===== src/hw/fcr_map.vh =====
// fcr_map.vh: register offsets, field positions, reset values, tags and limits
// for the queue compression runtime control block.
// assumes a 32-bit Avalon-MM slave with byte addressing.
`ifndef FCR_MAP_VH
`define FCR_MAP_VH

// ===========================================================================
// register offsets (byte addresses)
`define FCR_OFS_CTRL        4'h0
`define FCR_OFS_STATUS      4'h4

// ===========================================================================
// control register fields (queue_control_two)
`define FCR_CTRL_EN_BIT     0
`define FCR_CTRL_PER_LO     1
`define FCR_CTRL_PER_HI     2
`define FCR_CTRL_REINIT_BIT 3
`define FCR_CTRL_RESET_EN   1'b0
`define FCR_CTRL_RESET_PER  2'b00

// ===========================================================================
// status register fields
`define FCR_ST_STARTED_BIT  0
`define FCR_ST_PEND_LO      1
`define FCR_ST_PEND_HI      2
`define FCR_ST_FLUSH_BIT    3
`define FCR_ST_BUSY_BIT     4
`define FCR_ST_CNT_LO       8
`define FCR_ST_CNT_HI       13

// ===========================================================================
// word tags
`define FCR_TAG_NC          5'h02
`define FCR_TAG_NC_LAG1     5'h07
`define FCR_TAG_NC_LAG2     5'h06
`define FCR_TAG_DOUBLE      5'h08
`define FCR_TAG_TRIPLE      5'h09
`define FCR_TAG_TIMESTAMP   5'h04
`define FCR_TAG_CFG_CHANGE  5'h0E

// ===========================================================================
// forced uncompressed periods, in batch events
`define FCR_PER_OFF         2'b00
`define FCR_PER_8           2'b01
`define FCR_PER_16          2'b10
`define FCR_PER_32          2'b11
`define FCR_WINDOW_SLACK    6'h03

`endif


===== src/hw/fcr_compress_ctrl.v =====
// fcr_compress_ctrl.v: runtime control of a sensor queue compression stage.
// assumes batch events, samples, config-change pulses and timestamp come from
// logic on ref_clk_i; batch events are at least 6 cycles apart.
//
// Overview of operation
// compressed samples wait two batch periods before writing
// host disables compression when low latency needed
// enable toggle accepted; handled as configuration change
// marker word at first batch event after change
// pending window flushed uncompressed, tagged by lag
// flushed words oldest first after timestamp word
// config change with compression on: flush then resume
// host splits old and new configuration at marker
// period field: off, 8, 16 or 32 events
// uncompressed reference written within configured sample count
// host waits for fresh reference after overrun
// host reinitialises compressor after bypass mode
// double word eight-bit diffs, triple five-bit diffs
// host adds each difference to previous decoded sample
// first event current uncompressed, then packed or lag-two
//
// The placing of the registers and the Avalon-MM register port were left to the implementer.
`timescale 1ns/100ps
`default_nettype none
`include "fcr_map.vh"

module fcr_compress_ctrl (
   input  wire        ref_clk_i,
   input  wire        reset_i,
   input  wire [3:0]  avs_address_i,
   input  wire        avs_read_i,
   input  wire        avs_write_i,
   input  wire [31:0] avs_writedata_i,
   input  wire [3:0]  avs_byteenable_i,
   output reg  [31:0] avs_readdata_o,
   output reg         avs_waitrequest_o,
   input  wire        batch_event_i,
   input  wire        config_change_i,
   input  wire [15:0] sample_x_i,
   input  wire [15:0] sample_y_i,
   input  wire [15:0] sample_z_i,
   input  wire [31:0] timestamp_i,
   output reg         word_valid_o,
   output reg  [4:0]  word_tag_o,
   output reg  [47:0] word_data_o
);

   // ========================================================================
   // sequencer states
   localparam [2:0] ST_IDLE = 3'd0;
   localparam [2:0] ST_MARK = 3'd1;
   localparam [2:0] ST_TS   = 3'd2;
   localparam [2:0] ST_LAG2 = 3'd3;
   localparam [2:0] ST_LAG1 = 3'd4;
   localparam [2:0] ST_CUR  = 3'd5;

   // ========================================================================
   // helpers
   function [47:0] lane_sub;
      input [47:0] a;
      input [47:0] b;
      begin
         lane_sub = {a[47:32] - b[47:32], a[31:16] - b[31:16], a[15:0] - b[15:0]};
      end
   endfunction

   function fit5;
      input [47:0] d;
      integer k;
      begin
         fit5 = 1'b1;
         for (k = 0; k < 3; k = k + 1) begin
            if (!((d[16*k+4 +: 12] == 12'h000) || (d[16*k+4 +: 12] == 12'hfff)))
               fit5 = 1'b0;
         end
      end
   endfunction

   function fit8;
      input [47:0] d;
      integer k;
      begin
         fit8 = 1'b1;
         for (k = 0; k < 3; k = k + 1) begin
            if (!((d[16*k+7 +: 9] == 9'h000) || (d[16*k+7 +: 9] == 9'h1ff)))
               fit8 = 1'b0;
         end
      end
   endfunction

   // one sample's three diffs in one 16-bit axis word, bit 15 zero
   function [15:0] pack5;
      input [47:0] d;
      begin
         pack5 = {1'b0, d[36:32], d[20:16], d[4:0]};
      end
   endfunction

   function [23:0] pack8;
      input [47:0] d;
      begin
         pack8 = {d[39:32], d[23:16], d[7:0]};
      end
   endfunction

   function [5:0] period_limit;
      input [1:0] sel;
      begin
         case (sel)
            `FCR_PER_8:  period_limit = 6'd8;
            `FCR_PER_16: period_limit = 6'd16;
            `FCR_PER_32: period_limit = 6'd32;
            default:     period_limit = 6'd0;
         endcase
      end
   endfunction

   // ========================================================================
   // state
   reg        comp_en;
   reg [1:0]  period_sel;
   reg        flush_req;
   reg        started;
   reg [1:0]  pend;
   reg [47:0] lag2;
   reg [47:0] lag1;
   reg [47:0] prev;
   reg [47:0] cur;
   reg [31:0] ts_hold;
   reg [5:0]  nc_cnt;
   reg [2:0]  state;

   wire [47:0] sample_now = {sample_z_i, sample_y_i, sample_x_i};
   wire [47:0] d2         = lane_sub(lag2, prev);
   wire [47:0] d1         = lane_sub(lag1, lag2);
   wire [47:0] d0         = lane_sub(sample_now, lag1);
   wire [5:0]  plim       = period_limit(period_sel);
   // a decision can be up to three events away, so force early by that slack;
   // summed on seven bits so a saturated count cannot wrap below the limit
   wire        force_nc   = (plim != 6'd0) && ({1'b0, nc_cnt} + {1'b0, `FCR_WINDOW_SLACK} >= {1'b0, plim});

   wire        bus_take   = avs_write_i && !avs_waitrequest_o;
   wire        ctrl_wr    = bus_take && (avs_address_i == `FCR_OFS_CTRL) && avs_byteenable_i[0];
   wire        toggle     = ctrl_wr && (avs_writedata_i[`FCR_CTRL_EN_BIT] != comp_en);
   wire        reinit     = ctrl_wr && avs_writedata_i[`FCR_CTRL_REINIT_BIT];
   wire        take_flush = batch_event_i && (state == ST_IDLE) && flush_req;

   // ========================================================================
   // avalon slave: one wait cycle, then answer
   always @(posedge ref_clk_i or posedge reset_i) begin
      if (reset_i) begin
         avs_waitrequest_o <= 1'b1;
         avs_readdata_o    <= 32'h0000_0000;
      end else if (!avs_waitrequest_o) begin
         avs_waitrequest_o <= 1'b1;
      end else if (avs_read_i || avs_write_i) begin
         avs_waitrequest_o <= 1'b0;
         avs_readdata_o    <= 32'h0000_0000;
         if (avs_read_i && avs_address_i == `FCR_OFS_CTRL) begin
            avs_readdata_o[`FCR_CTRL_EN_BIT]                   <= comp_en;
            avs_readdata_o[`FCR_CTRL_PER_HI:`FCR_CTRL_PER_LO] <= period_sel;
         end else if (avs_read_i && avs_address_i == `FCR_OFS_STATUS) begin
            avs_readdata_o[`FCR_ST_STARTED_BIT]             <= started;
            avs_readdata_o[`FCR_ST_PEND_HI:`FCR_ST_PEND_LO] <= pend;
            avs_readdata_o[`FCR_ST_FLUSH_BIT]               <= flush_req;
            avs_readdata_o[`FCR_ST_BUSY_BIT]                <= (state != ST_IDLE);
            avs_readdata_o[`FCR_ST_CNT_HI:`FCR_ST_CNT_LO]   <= nc_cnt;
         end
      end
   end

   // ========================================================================
   // control register
   always @(posedge ref_clk_i or posedge reset_i) begin
      if (reset_i) begin
         comp_en    <= `FCR_CTRL_RESET_EN;
         period_sel <= `FCR_CTRL_RESET_PER;
      end else if (ctrl_wr) begin
         comp_en    <= avs_writedata_i[`FCR_CTRL_EN_BIT];
         period_sel <= avs_writedata_i[`FCR_CTRL_PER_HI:`FCR_CTRL_PER_LO];
      end
   end

   // a new change in the cycle the old one is taken keeps the request alive
   always @(posedge ref_clk_i or posedge reset_i) begin
      if (reset_i)
         flush_req <= 1'b0;
      else
         flush_req <= config_change_i || toggle || (flush_req && !take_flush);
   end

   // ========================================================================
   // compression window and output sequencer
   always @(posedge ref_clk_i or posedge reset_i) begin
      if (reset_i) begin
         started      <= 1'b0;
         pend         <= 2'd0;
         lag2         <= 48'h0000_0000_0000;
         lag1         <= 48'h0000_0000_0000;
         prev         <= 48'h0000_0000_0000;
         cur          <= 48'h0000_0000_0000;
         ts_hold      <= 32'h0000_0000;
         nc_cnt       <= 6'd0;
         state        <= ST_IDLE;
         word_valid_o <= 1'b0;
         word_tag_o   <= 5'h00;
         word_data_o  <= 48'h0000_0000_0000;
      end else begin
         word_valid_o <= 1'b0;
         case (state)
            ST_IDLE: begin
               if (reinit) begin
                  started <= 1'b0;
                  pend    <= 2'd0;
                  nc_cnt  <= 6'd0;
               end else if (take_flush) begin
                  cur     <= sample_now;
                  ts_hold <= timestamp_i;
                  state   <= ST_MARK;
               end else if (batch_event_i) begin
                  if (nc_cnt != 6'd63)
                     nc_cnt <= nc_cnt + 6'd1;
                  if (!comp_en || !started) begin
                     word_valid_o <= 1'b1;
                     word_tag_o   <= `FCR_TAG_NC;
                     word_data_o  <= sample_now;
                     prev         <= sample_now;
                     started      <= comp_en;
                     pend         <= 2'd0;
                     nc_cnt       <= 6'd0;
                  end else if (pend == 2'd0) begin
                     lag2 <= sample_now;
                     pend <= 2'd1;
                  end else if (pend == 2'd1) begin
                     lag1 <= sample_now;
                     pend <= 2'd2;
                  end else if (!force_nc && fit5(d2) && fit5(d1) && fit5(d0)) begin
                     word_valid_o <= 1'b1;
                     word_tag_o   <= `FCR_TAG_TRIPLE;
                     word_data_o  <= {pack5(d0), pack5(d1), pack5(d2)};
                     prev         <= sample_now;
                     pend         <= 2'd0;
                  end else if (!force_nc && fit8(d2) && fit8(d1)) begin
                     word_valid_o <= 1'b1;
                     word_tag_o   <= `FCR_TAG_DOUBLE;
                     word_data_o  <= {pack8(d1), pack8(d2)};
                     prev         <= lag1;
                     lag2         <= sample_now;
                     pend         <= 2'd1;
                  end else begin
                     word_valid_o <= 1'b1;
                     word_tag_o   <= `FCR_TAG_NC_LAG2;
                     word_data_o  <= lag2;
                     prev         <= lag2;
                     lag2         <= lag1;
                     lag1         <= sample_now;
                     nc_cnt       <= 6'd0;
                  end
               end
            end
            ST_MARK: begin
               word_valid_o <= 1'b1;
               word_tag_o   <= `FCR_TAG_CFG_CHANGE;
               word_data_o  <= 48'h0000_0000_0000;
               state        <= ST_TS;
            end
            ST_TS: begin
               word_valid_o <= 1'b1;
               word_tag_o   <= `FCR_TAG_TIMESTAMP;
               word_data_o  <= {16'h0000, ts_hold};
               state        <= (pend == 2'd2) ? ST_LAG2 : ((pend == 2'd1) ? ST_LAG1 : ST_CUR);
            end
            ST_LAG2: begin
               word_valid_o <= 1'b1;
               word_tag_o   <= `FCR_TAG_NC_LAG2;
               word_data_o  <= lag2;
               state        <= ST_LAG1;
            end
            ST_LAG1: begin
               word_valid_o <= 1'b1;
               word_tag_o   <= `FCR_TAG_NC_LAG1;
               word_data_o  <= (pend == 2'd2) ? lag1 : lag2;
               state        <= ST_CUR;
            end
            ST_CUR: begin
               word_valid_o <= 1'b1;
               word_tag_o   <= `FCR_TAG_NC;
               word_data_o  <= cur;
               prev         <= cur;
               pend         <= 2'd0;
               nc_cnt       <= 6'd0;
               started      <= comp_en;
               state        <= ST_IDLE;
            end
            default: begin
               state <= ST_IDLE;
            end
         endcase
      end
   end

endmodule // fcr_compress_ctrl
`default_nettype wire


===== config.mk =====
export PLATFORM = sky130hd
export DESIGN_NAME = fcr_compress_ctrl
export DESIGN_NICKNAME = d
export VERILOG_FILES = /design/src/hw/fcr_compress_ctrl.v
export VERILOG_INCLUDE_DIRS = /design/src /design/src/hw
export SDC_FILE = /design/constraint.sdc
export NUM_CORES = 1
export LEC_CHECK = 0
export ABC_AREA = 1
export CELL_PAD_IN_SITES_DETAIL_PLACEMENT = 1
export CELL_PAD_IN_SITES_GLOBAL_PLACEMENT = 1
export CORE_AREA = 3 3 237 239
export CTS_CLUSTER_SIZE = 40
export DETAILED_ROUTE_END_ITERATION = 8
export DIE_AREA = 0 0 240 242
export DONT_BUFFER_PORTS = 1
export GPL_TIMING_DRIVEN = 0
export PLACE_DENSITY = 0.95
export SLEW_MARGIN = 20
export SYNTH_ARGS = -nofsm -noshare
export SYNTH_HDL_FRONTEND = slang
export SYNTH_SLANG_ARGS = --single-unit

===== constraint.sdc =====
create_clock -name ref_clk_i -period 22 [get_ports ref_clk_i]
set_clock_uncertainty 0.05 [all_clocks]
set_input_delay 4.4 -clock ref_clk_i [delete_from_list [all_inputs] [get_ports ref_clk_i]]
set_output_delay 4.4 -clock ref_clk_i [all_outputs]
set_load 0.01 [all_outputs]

# --- Word-level counts from Yosys, hierarchy flattened ---
# Cells that the tools add are included.
# Widths: inputs -> output; s select.
classes:
  n_eq_ne: 42
  bitwise: 4
  n_lt_le_gt_ge: 1
  addsub: 11
  n_reduce_logical: 73
  muxes: 131
ops:
  columns: ["cell", "count"]
  rows:
  - ["$mux 48", 24]
  - ["$pmux 48 s6", 1]
  - ["$sub 16x16->16", 9]
  - ["$eq 12x12->1 const B", 9]
  - ["$logic_not 12->1", 9]
  - ["$pmux 48 s2", 1]
  - ["$mux 6", 11]
  - ["$mux 1", 65]
  - ["$eq 9x9->1 const B", 6]
  - ["$logic_not 9->1", 6]
  - ["$mux 5", 7]
  - ["$pmux 5 s6", 1]
  - ["$logic_or 1x1->1", 19]
  - ["$mux 2", 9]
  - ["$pmux 6 s3", 1]
  - ["$logic_and 1x1->1", 16]
  - ["$pmux 3 s5", 1]
  - ["$mux 3", 4]
  - ["$ne 2x2->1 const B", 6]
  - ["$ne 3x3->1 const B", 4]
  - ["$pmux 6 s2", 1]
  - ["$reduce_and 6->1", 2]
  - ["$reduce_bool 6->1", 2]
  - ["$mux 4", 2]
  - ["other kinds (29)", 46]
totals:
  regBits: 306
  output_inout_bits: 87
  wordCells: 279
  inputBits: 126

# --- Longest topological paths before layout ---
depth:
  ltp_word: 35
  depth_mapped: 28
  ltp_nobuf: 26

# --- Least setup slack after synthesis ---
# Ideal clock, no wire load.
synth_timing:
  kind: "input -> register"
  from: "input port sample_x_i[0]"
  to: "register lag2[1]"
  path_buffers: 3
  t_arrival_ns: 6.989
  setup_slack_ns: 14.833
  setup_ns: 0.128
  path_stages: 27
  required_ns: 21.822
  path_cell_list: "inv_1 > ha_1 > fa_1 > inv_1 > nand3_1 > nand2_1 > nand2_1 > nand2_1 > nand2_1 > nand2_1 > nand2_1 > nand2_1 > nand2_1 > nor2_1 > nand2_1 > nor2_1 > nor2_1 > nor2_1 > nand2_1 > nor2_4 > o21ai_1 > and3_1 > buf_2 > buf_6 > buf_6 > nand2_1 > o21ai_1"
synth_via:
  elab_chain_cells: 16
  word_cells_on_any_way: 17
  classes_between: "add/sub: 1; eq/ne: 2; mux: 10; reduce/logical: 4"
synth_lines:
  columns: ["item", "line_no", "source"]
  rows:
  - ["from (decl)", "fcr_compress_ctrl.v:39", "input wire [15:0] sample_x_i,"]
  - ["$sub 16x16->16 (*)", "fcr_compress_ctrl.v:63", "lane_sub = {a[47:32] - b[47:32], a[31:16] - b[31:16], a[15:0] - b[15:0]};"]
  - ["$eq 12x12->1 or $logic_not 12->1 (tied branches)", "fcr_compress_ctrl.v:73", "if (!((d[16*k+4 +: 12] == 12'h000) || (d[16*k+4 +: 12] == 12'hfff)))"]
  - ["$logic_or 1x1->1 (*)", "fcr_compress_ctrl.v:73", null]
  - ["$mux 1 (*) (3 in series)", "fcr_compress_ctrl.v:73", null]
  - ["$mux 1 (*)", "fcr_compress_ctrl.v:234", "end else if (pend == 2'd1) begin"]
  - ["$mux 1 (*)", "fcr_compress_ctrl.v:231", "end else if (pend == 2'd0) begin"]
  - ["$mux 1 (*)", "fcr_compress_ctrl.v:223", "if (!comp_en || !started) begin"]
  - ["$mux 1 (*)", "fcr_compress_ctrl.v:220", "end else if (batch_event_i) begin"]
  - ["$mux 1 (*)", "fcr_compress_ctrl.v:216", "end else if (take_flush) begin"]
  - ["$mux 1 (*)", "fcr_compress_ctrl.v:212", "if (reinit) begin"]
  - ["$mux 1 (*)", "fcr_compress_ctrl.v:210", "case (state)"]
  - ["$logic_and 1x1->1 (*)", "fcr_compress_ctrl.v:237", "end else if (!force_nc && fit5(d2) && fit5(d1) && fit5(d0)) begin"]
  - ["$ne 2x2->1 (no source line) (*)", null, null]
  - ["$reduce_and 7->1 (no source line) (*)", null, null]
  - ["to (signal assigned)", "fcr_compress_ctrl.v:232", "lag2 <= sample_now;"]
  - ["to (signal assigned)", "fcr_compress_ctrl.v:248", "lag2 <= sample_now;"]
  - ["to (signal assigned)", "fcr_compress_ctrl.v:255", "lag2 <= lag1;"]
  - ["to (decl)", "fcr_compress_ctrl.v:125", "reg [47:0] lag2;"]
# Mark *: on every way between the ends. The rest lies on a longest branch, timed or not. The select of a mux whose other input is x is not followed.
# A chain may end at the register's enable or synchronous reset.

# --- Worst setup path in the final report ---
layout_timing:
  from: "input port sample_x_i[0]"
  to: "register word_data_o[7]"
layout_via:
  elab_chain_cells: 22
  word_cells_on_any_way: 23
  classes_between: "add/sub: 1; eq/ne: 1; mux: 18; reduce/logical: 3"
layout_lines:
  columns: ["item", "line_no", "source"]
  rows:
  - ["$sub 16x16->16 (*)", "fcr_compress_ctrl.v:63", null]
  - ["$eq 12x12->1 or $logic_not 12->1 (tied branches)", "fcr_compress_ctrl.v:73", null]
  - ["$logic_or 1x1->1 (*)", "fcr_compress_ctrl.v:73", null]
  - ["$mux 1 (*) (3 in series)", "fcr_compress_ctrl.v:73", null]
  - ["$mux 1 (*)", "fcr_compress_ctrl.v:234", null]
  - ["$mux 1 (*)", "fcr_compress_ctrl.v:231", null]
  - ["$mux 1 (*)", "fcr_compress_ctrl.v:223", null]
  - ["$mux 1 (*)", "fcr_compress_ctrl.v:220", null]
  - ["[4 not listed]", null, null]
  - ["$mux 48 (*)", "fcr_compress_ctrl.v:237", null]
  - ["$mux 48 (*)", "fcr_compress_ctrl.v:234", null]
  - ["$mux 48 (*)", "fcr_compress_ctrl.v:231", null]
  - ["$mux 48 (*)", "fcr_compress_ctrl.v:223", null]
  - ["$mux 48 (*)", "fcr_compress_ctrl.v:220", null]
  - ["$mux 48 (*)", "fcr_compress_ctrl.v:216", null]
  - ["$mux 48 (*)", "fcr_compress_ctrl.v:212", null]
  - ["$pmux 48 s6 (*)", "fcr_compress_ctrl.v:210", null]
  - ["to (signal assigned)", "fcr_compress_ctrl.v:226", "word_data_o <= sample_now;"]
  - ["to (signal assigned)", "fcr_compress_ctrl.v:240", "word_data_o <= {pack5(d0), pack5(d1), pack5(d2)};"]
  - ["to (signal assigned)", "fcr_compress_ctrl.v:246", "word_data_o <= {pack8(d1), pack8(d2)};"]
  - ["to (decl)", "fcr_compress_ctrl.v:45", "output reg [47:0] word_data_o"]
# Marked as above.

==> metrics.md <==
| Metric | Value |
|---|---|
| Status | complete, no violations |
| Initial Utilization | 49.92% |
| Sequential share of the synthesized area | 28.30% |
| Synth-to-Final Area Change | 8.847% |
| Sw Ratio | 54.81% |
| Later-pin clock latency in the skew report | 0.61 ns |
| DRC violations left | 0 |
| Crit path kind | primary input to flip-flop |
| Yosys warns | 0 |
| Total Wirelength | 136,200 µm |
| CTS Buf Count | 39 |
| Slew Limit Fails | 0 |
| Final Hold Vio Count | 0 |
| Setup slack after layout | 12.99 ns |
| RSZ-0062 raised after global routing | false |
| Setup Slack @ Placement | 13.00 ns |
| Max Fclk | 111.0 MHz |
| Total GRT Usage | 45.79% |
| Startpoint types | primary input |
| DP Wirelength | 103,000 µm |
| Tcrit/Tclk final | 40.93% |
| TritonCTS clock tree | built |
| Max-cap viol count | 0 |
| Sequential power share | 24.1% |
| Core ar. | 54,030 µm² |
| Worst reg2reg path depth | 19 |
| CTS Hold Bufs | 0 |
| Routed WL per cell | 26.51 µm |
| Pin count of the biggest net entering global routing | 101 |
| Switching power | 2209 µW |
| Internal power | 1821 µW |
| Total gr overflow | 0 |
| Clock Path Buffers | 3 |
| Die X-Extent | 240 µm |
| Async SR Flop Fraction | 100.0% |
| DRT Pass-1 Iters | 7 |
| Slew Limit Headroom | 12.26% |
| Syn Inst Count | 4,350 |
| Minimum clock period | 9.006 ns |
| Layout net count | 4,691 |
| # setup viols final | 0 |
| Clock power share | 17.3% |
| Die Y | 242 µm |
| Crit path required time | 22.47 ns |
| Synth Flop Type | dfrtp_1 |
| Syn Area/Cell | 6.200 µm² |
| Routability Congestion | 1.032 |
| Routed vias/inst | 6.423 |
| Slew of the pin with the lowest slew margin | 1.311 ns |
| HP Class | flip-flop to flip-flop |
| Synth area leaders | dfrtp_1, nand2_1, inv_1 |
| Layout cells sized above 1 | 4.323% |
| Clk sinks | 305 |
| Die area | 58,080 µm² |
| Vias | 33,010 |
| Yosys reg bits | 305 |
| Logic pwr share | 58.6% |
| CTS clock-pin slew for the worst setup and hold paths | 0.06 ns |
| Worst hold path depth | 1 |
| Iteration-0 DRC Markers | 3,985 |
| First-pass GRT wire length | 203,100 µm |
| CP Capture Type | flip-flop |
| Critical path arrival | 9.48 ns |
| Row cnt | 85 |
| Synth Cell Area | 26,970 µm² |
| Post-synth top area cell | dfrtp_1 |
| Total negative setup slack | 0 ns |
| Deepest level of the CTS H-tree | 2 |
| Initial antenna violation count | 3 |
| Post CTS Setup Buffer Count | 0 |
| Top cell type's share of synthesized area | 28.21% |
| Crit-path max FO | 10 |
| Worst VDD drop | 0.06416 mV |
| Power density over the cells | 137.3 nW/µm² |
| Ports | 213 |
| Vias in the first global route | 33,730 |
| Pleak | 0.01549 µW |
| I/O Buffers | 0 |
| Post-CTS sizing | 0 |
| Netlist cell types | 53 |
| Reg2reg setup slack | 16.46 ns |
| Post-route ant nets | 0 |
| Clk root buf | clkbuf_16 |
| Post-synth EDFFs | 0 |
## routing by layer
layer | vias up | GRT usage, % | wire length, µm | part of all wire (%)
li1 | 14180 | - | - | -
met1 | 15690 | 54.08 | 48580 | 36
met2 | 2322 | 69.02 | 57820 | 42
met3 | 811 | 15.38 | 17240 | 13
met4 | 4 | 33.54 | 12520 | 9.2
met5 | - | 0.7576 | 71 | 0.052
## power by group through the flow
stage	sequential, µW	combinational, µW	clock, µW
finish	970	2360	698
detailed placement	961	2180	0
global placement	953	2080	0
global route	980	2510	715
CTS	957	2230	689
floorplan	886	1420	0
## worst max-delay path, stage by stage
cell	delay, ns
inv_1	0.09
ha_1	0.31
fa_1	0.50
inv_1	0.12
nand3_1	0.07
nand2_1	0.16
xor2_1	0.56
nor2_1	0.11
nor3b_1	0.18
nand2_1	0.08
nor2_1	0.04
nor2_1	0.37
nor2_1	0.25
nand3_1	0.23
buf_2	0.32
clkbuf_1	0.77
nand4_1	0.49
nand4_1	0.20
nand2_1	0.11
nand2_1	0.08
## stage by stage
stage | instance area (µm²) | cells | power (µW) | hold slack [ns] | utilization (%)
2_1_floorplan | 27050 | 4371 | 2303 | 0.4030 | -
3_3_place_gp | 27920 | 5067 | 3035 | 0.4159 | 51.68
3_5_place_dp | 28010 | 5070 | 3143 | 0.4329 | 51.85
4_1_cts | 29350 | 5137 | 3874 | 0.4611 | 54.32
5_1_grt | 29350 | 5137 | 4203 | 0.4825 | 54.33
6_report | 29360 | 5139 | 4030 | 0.4599 | 54.34
## Yosys cell counts (all sizes together) (2+ instances only)
library cell	n
o21a	5
and2	21
nor3b	2
o221ai	2
nand4	171
nor3	16
a41oi	11
or2	6
nor2	316
xor2	36
a21oi	331
fa	9
clkbuf	113
a221oi	17
a31oi	13
o31ai	3
a211oi	2
nand3b	27
nand2	1459
inv	602
clkinv	2
xnor2	7
dfrtp	304
buf	75
o211ai	4
nand3	309
o21ai	302
mux2	32
ha	141
o2111ai	4
## flip-flops by register name (all words and copies together) (netlist names)
name	flops
avs_readdata_o	11
avs_waitrequest_o	1
comp_en	1
cur	48
flush_req	1
lag1	48
lag2	48
nc_cnt	6
pend	2
period_sel	2
prev	48
started	1
state	3
ts_hold	32
word_data_o	48
word_tag_o	4
word_valid_o	1
## worst paths after layout
kind | to | start
hold / removal | ts_hold[11] | ts_hold[11]
setup / recovery | word_data_o[7] | sample_x_i[0]
setup reg to reg | word_data_o[7] | lag1[0]
max in group asynchronous | ts_hold[22] | reset_i
min in group asynchronous | avs_readdata_o[9] | reset_i
hold reg to reg | ts_hold[11] | ts_hold[11]
## kinds of logic after synthesis
group,after synthesis,synth area share [%]
buf+inv,792,11.74
fa+ha+maj,150,7.209
simple gates,2329,36.28
xor+xnor,43,1.396
mux,32,1.336
compound gates,698,13.72
other cells,1,0.01390
flops,305,28.30
## cell type report
cell class	count	area, µm²
plain buffers	188	904.6
repair buffers	3	82.58
clock inverters	20	246.5
well taps	696	870.8
clock buffers	47	1089
multi-input cells	3274	16250
diodes	2	5.005
flip-flops and latches	305	7634
inverters	604	2275
fillers	7560	24670
## placed cells by master, fill, tap and decap left out, types with 36 or more instances in the layout
master,instances
nand4_1,171
clkbuf_16,41
o21ai_1,49
inv_1,596
clkbuf_1,110
nand2_1,1457
nand3_1,308
o21ai_0,250
ha_1,141
a21oi_1,329
nor2_1,314
dfrtp_1,304
xor2_1,36
(Power assumes the default switching activity.)
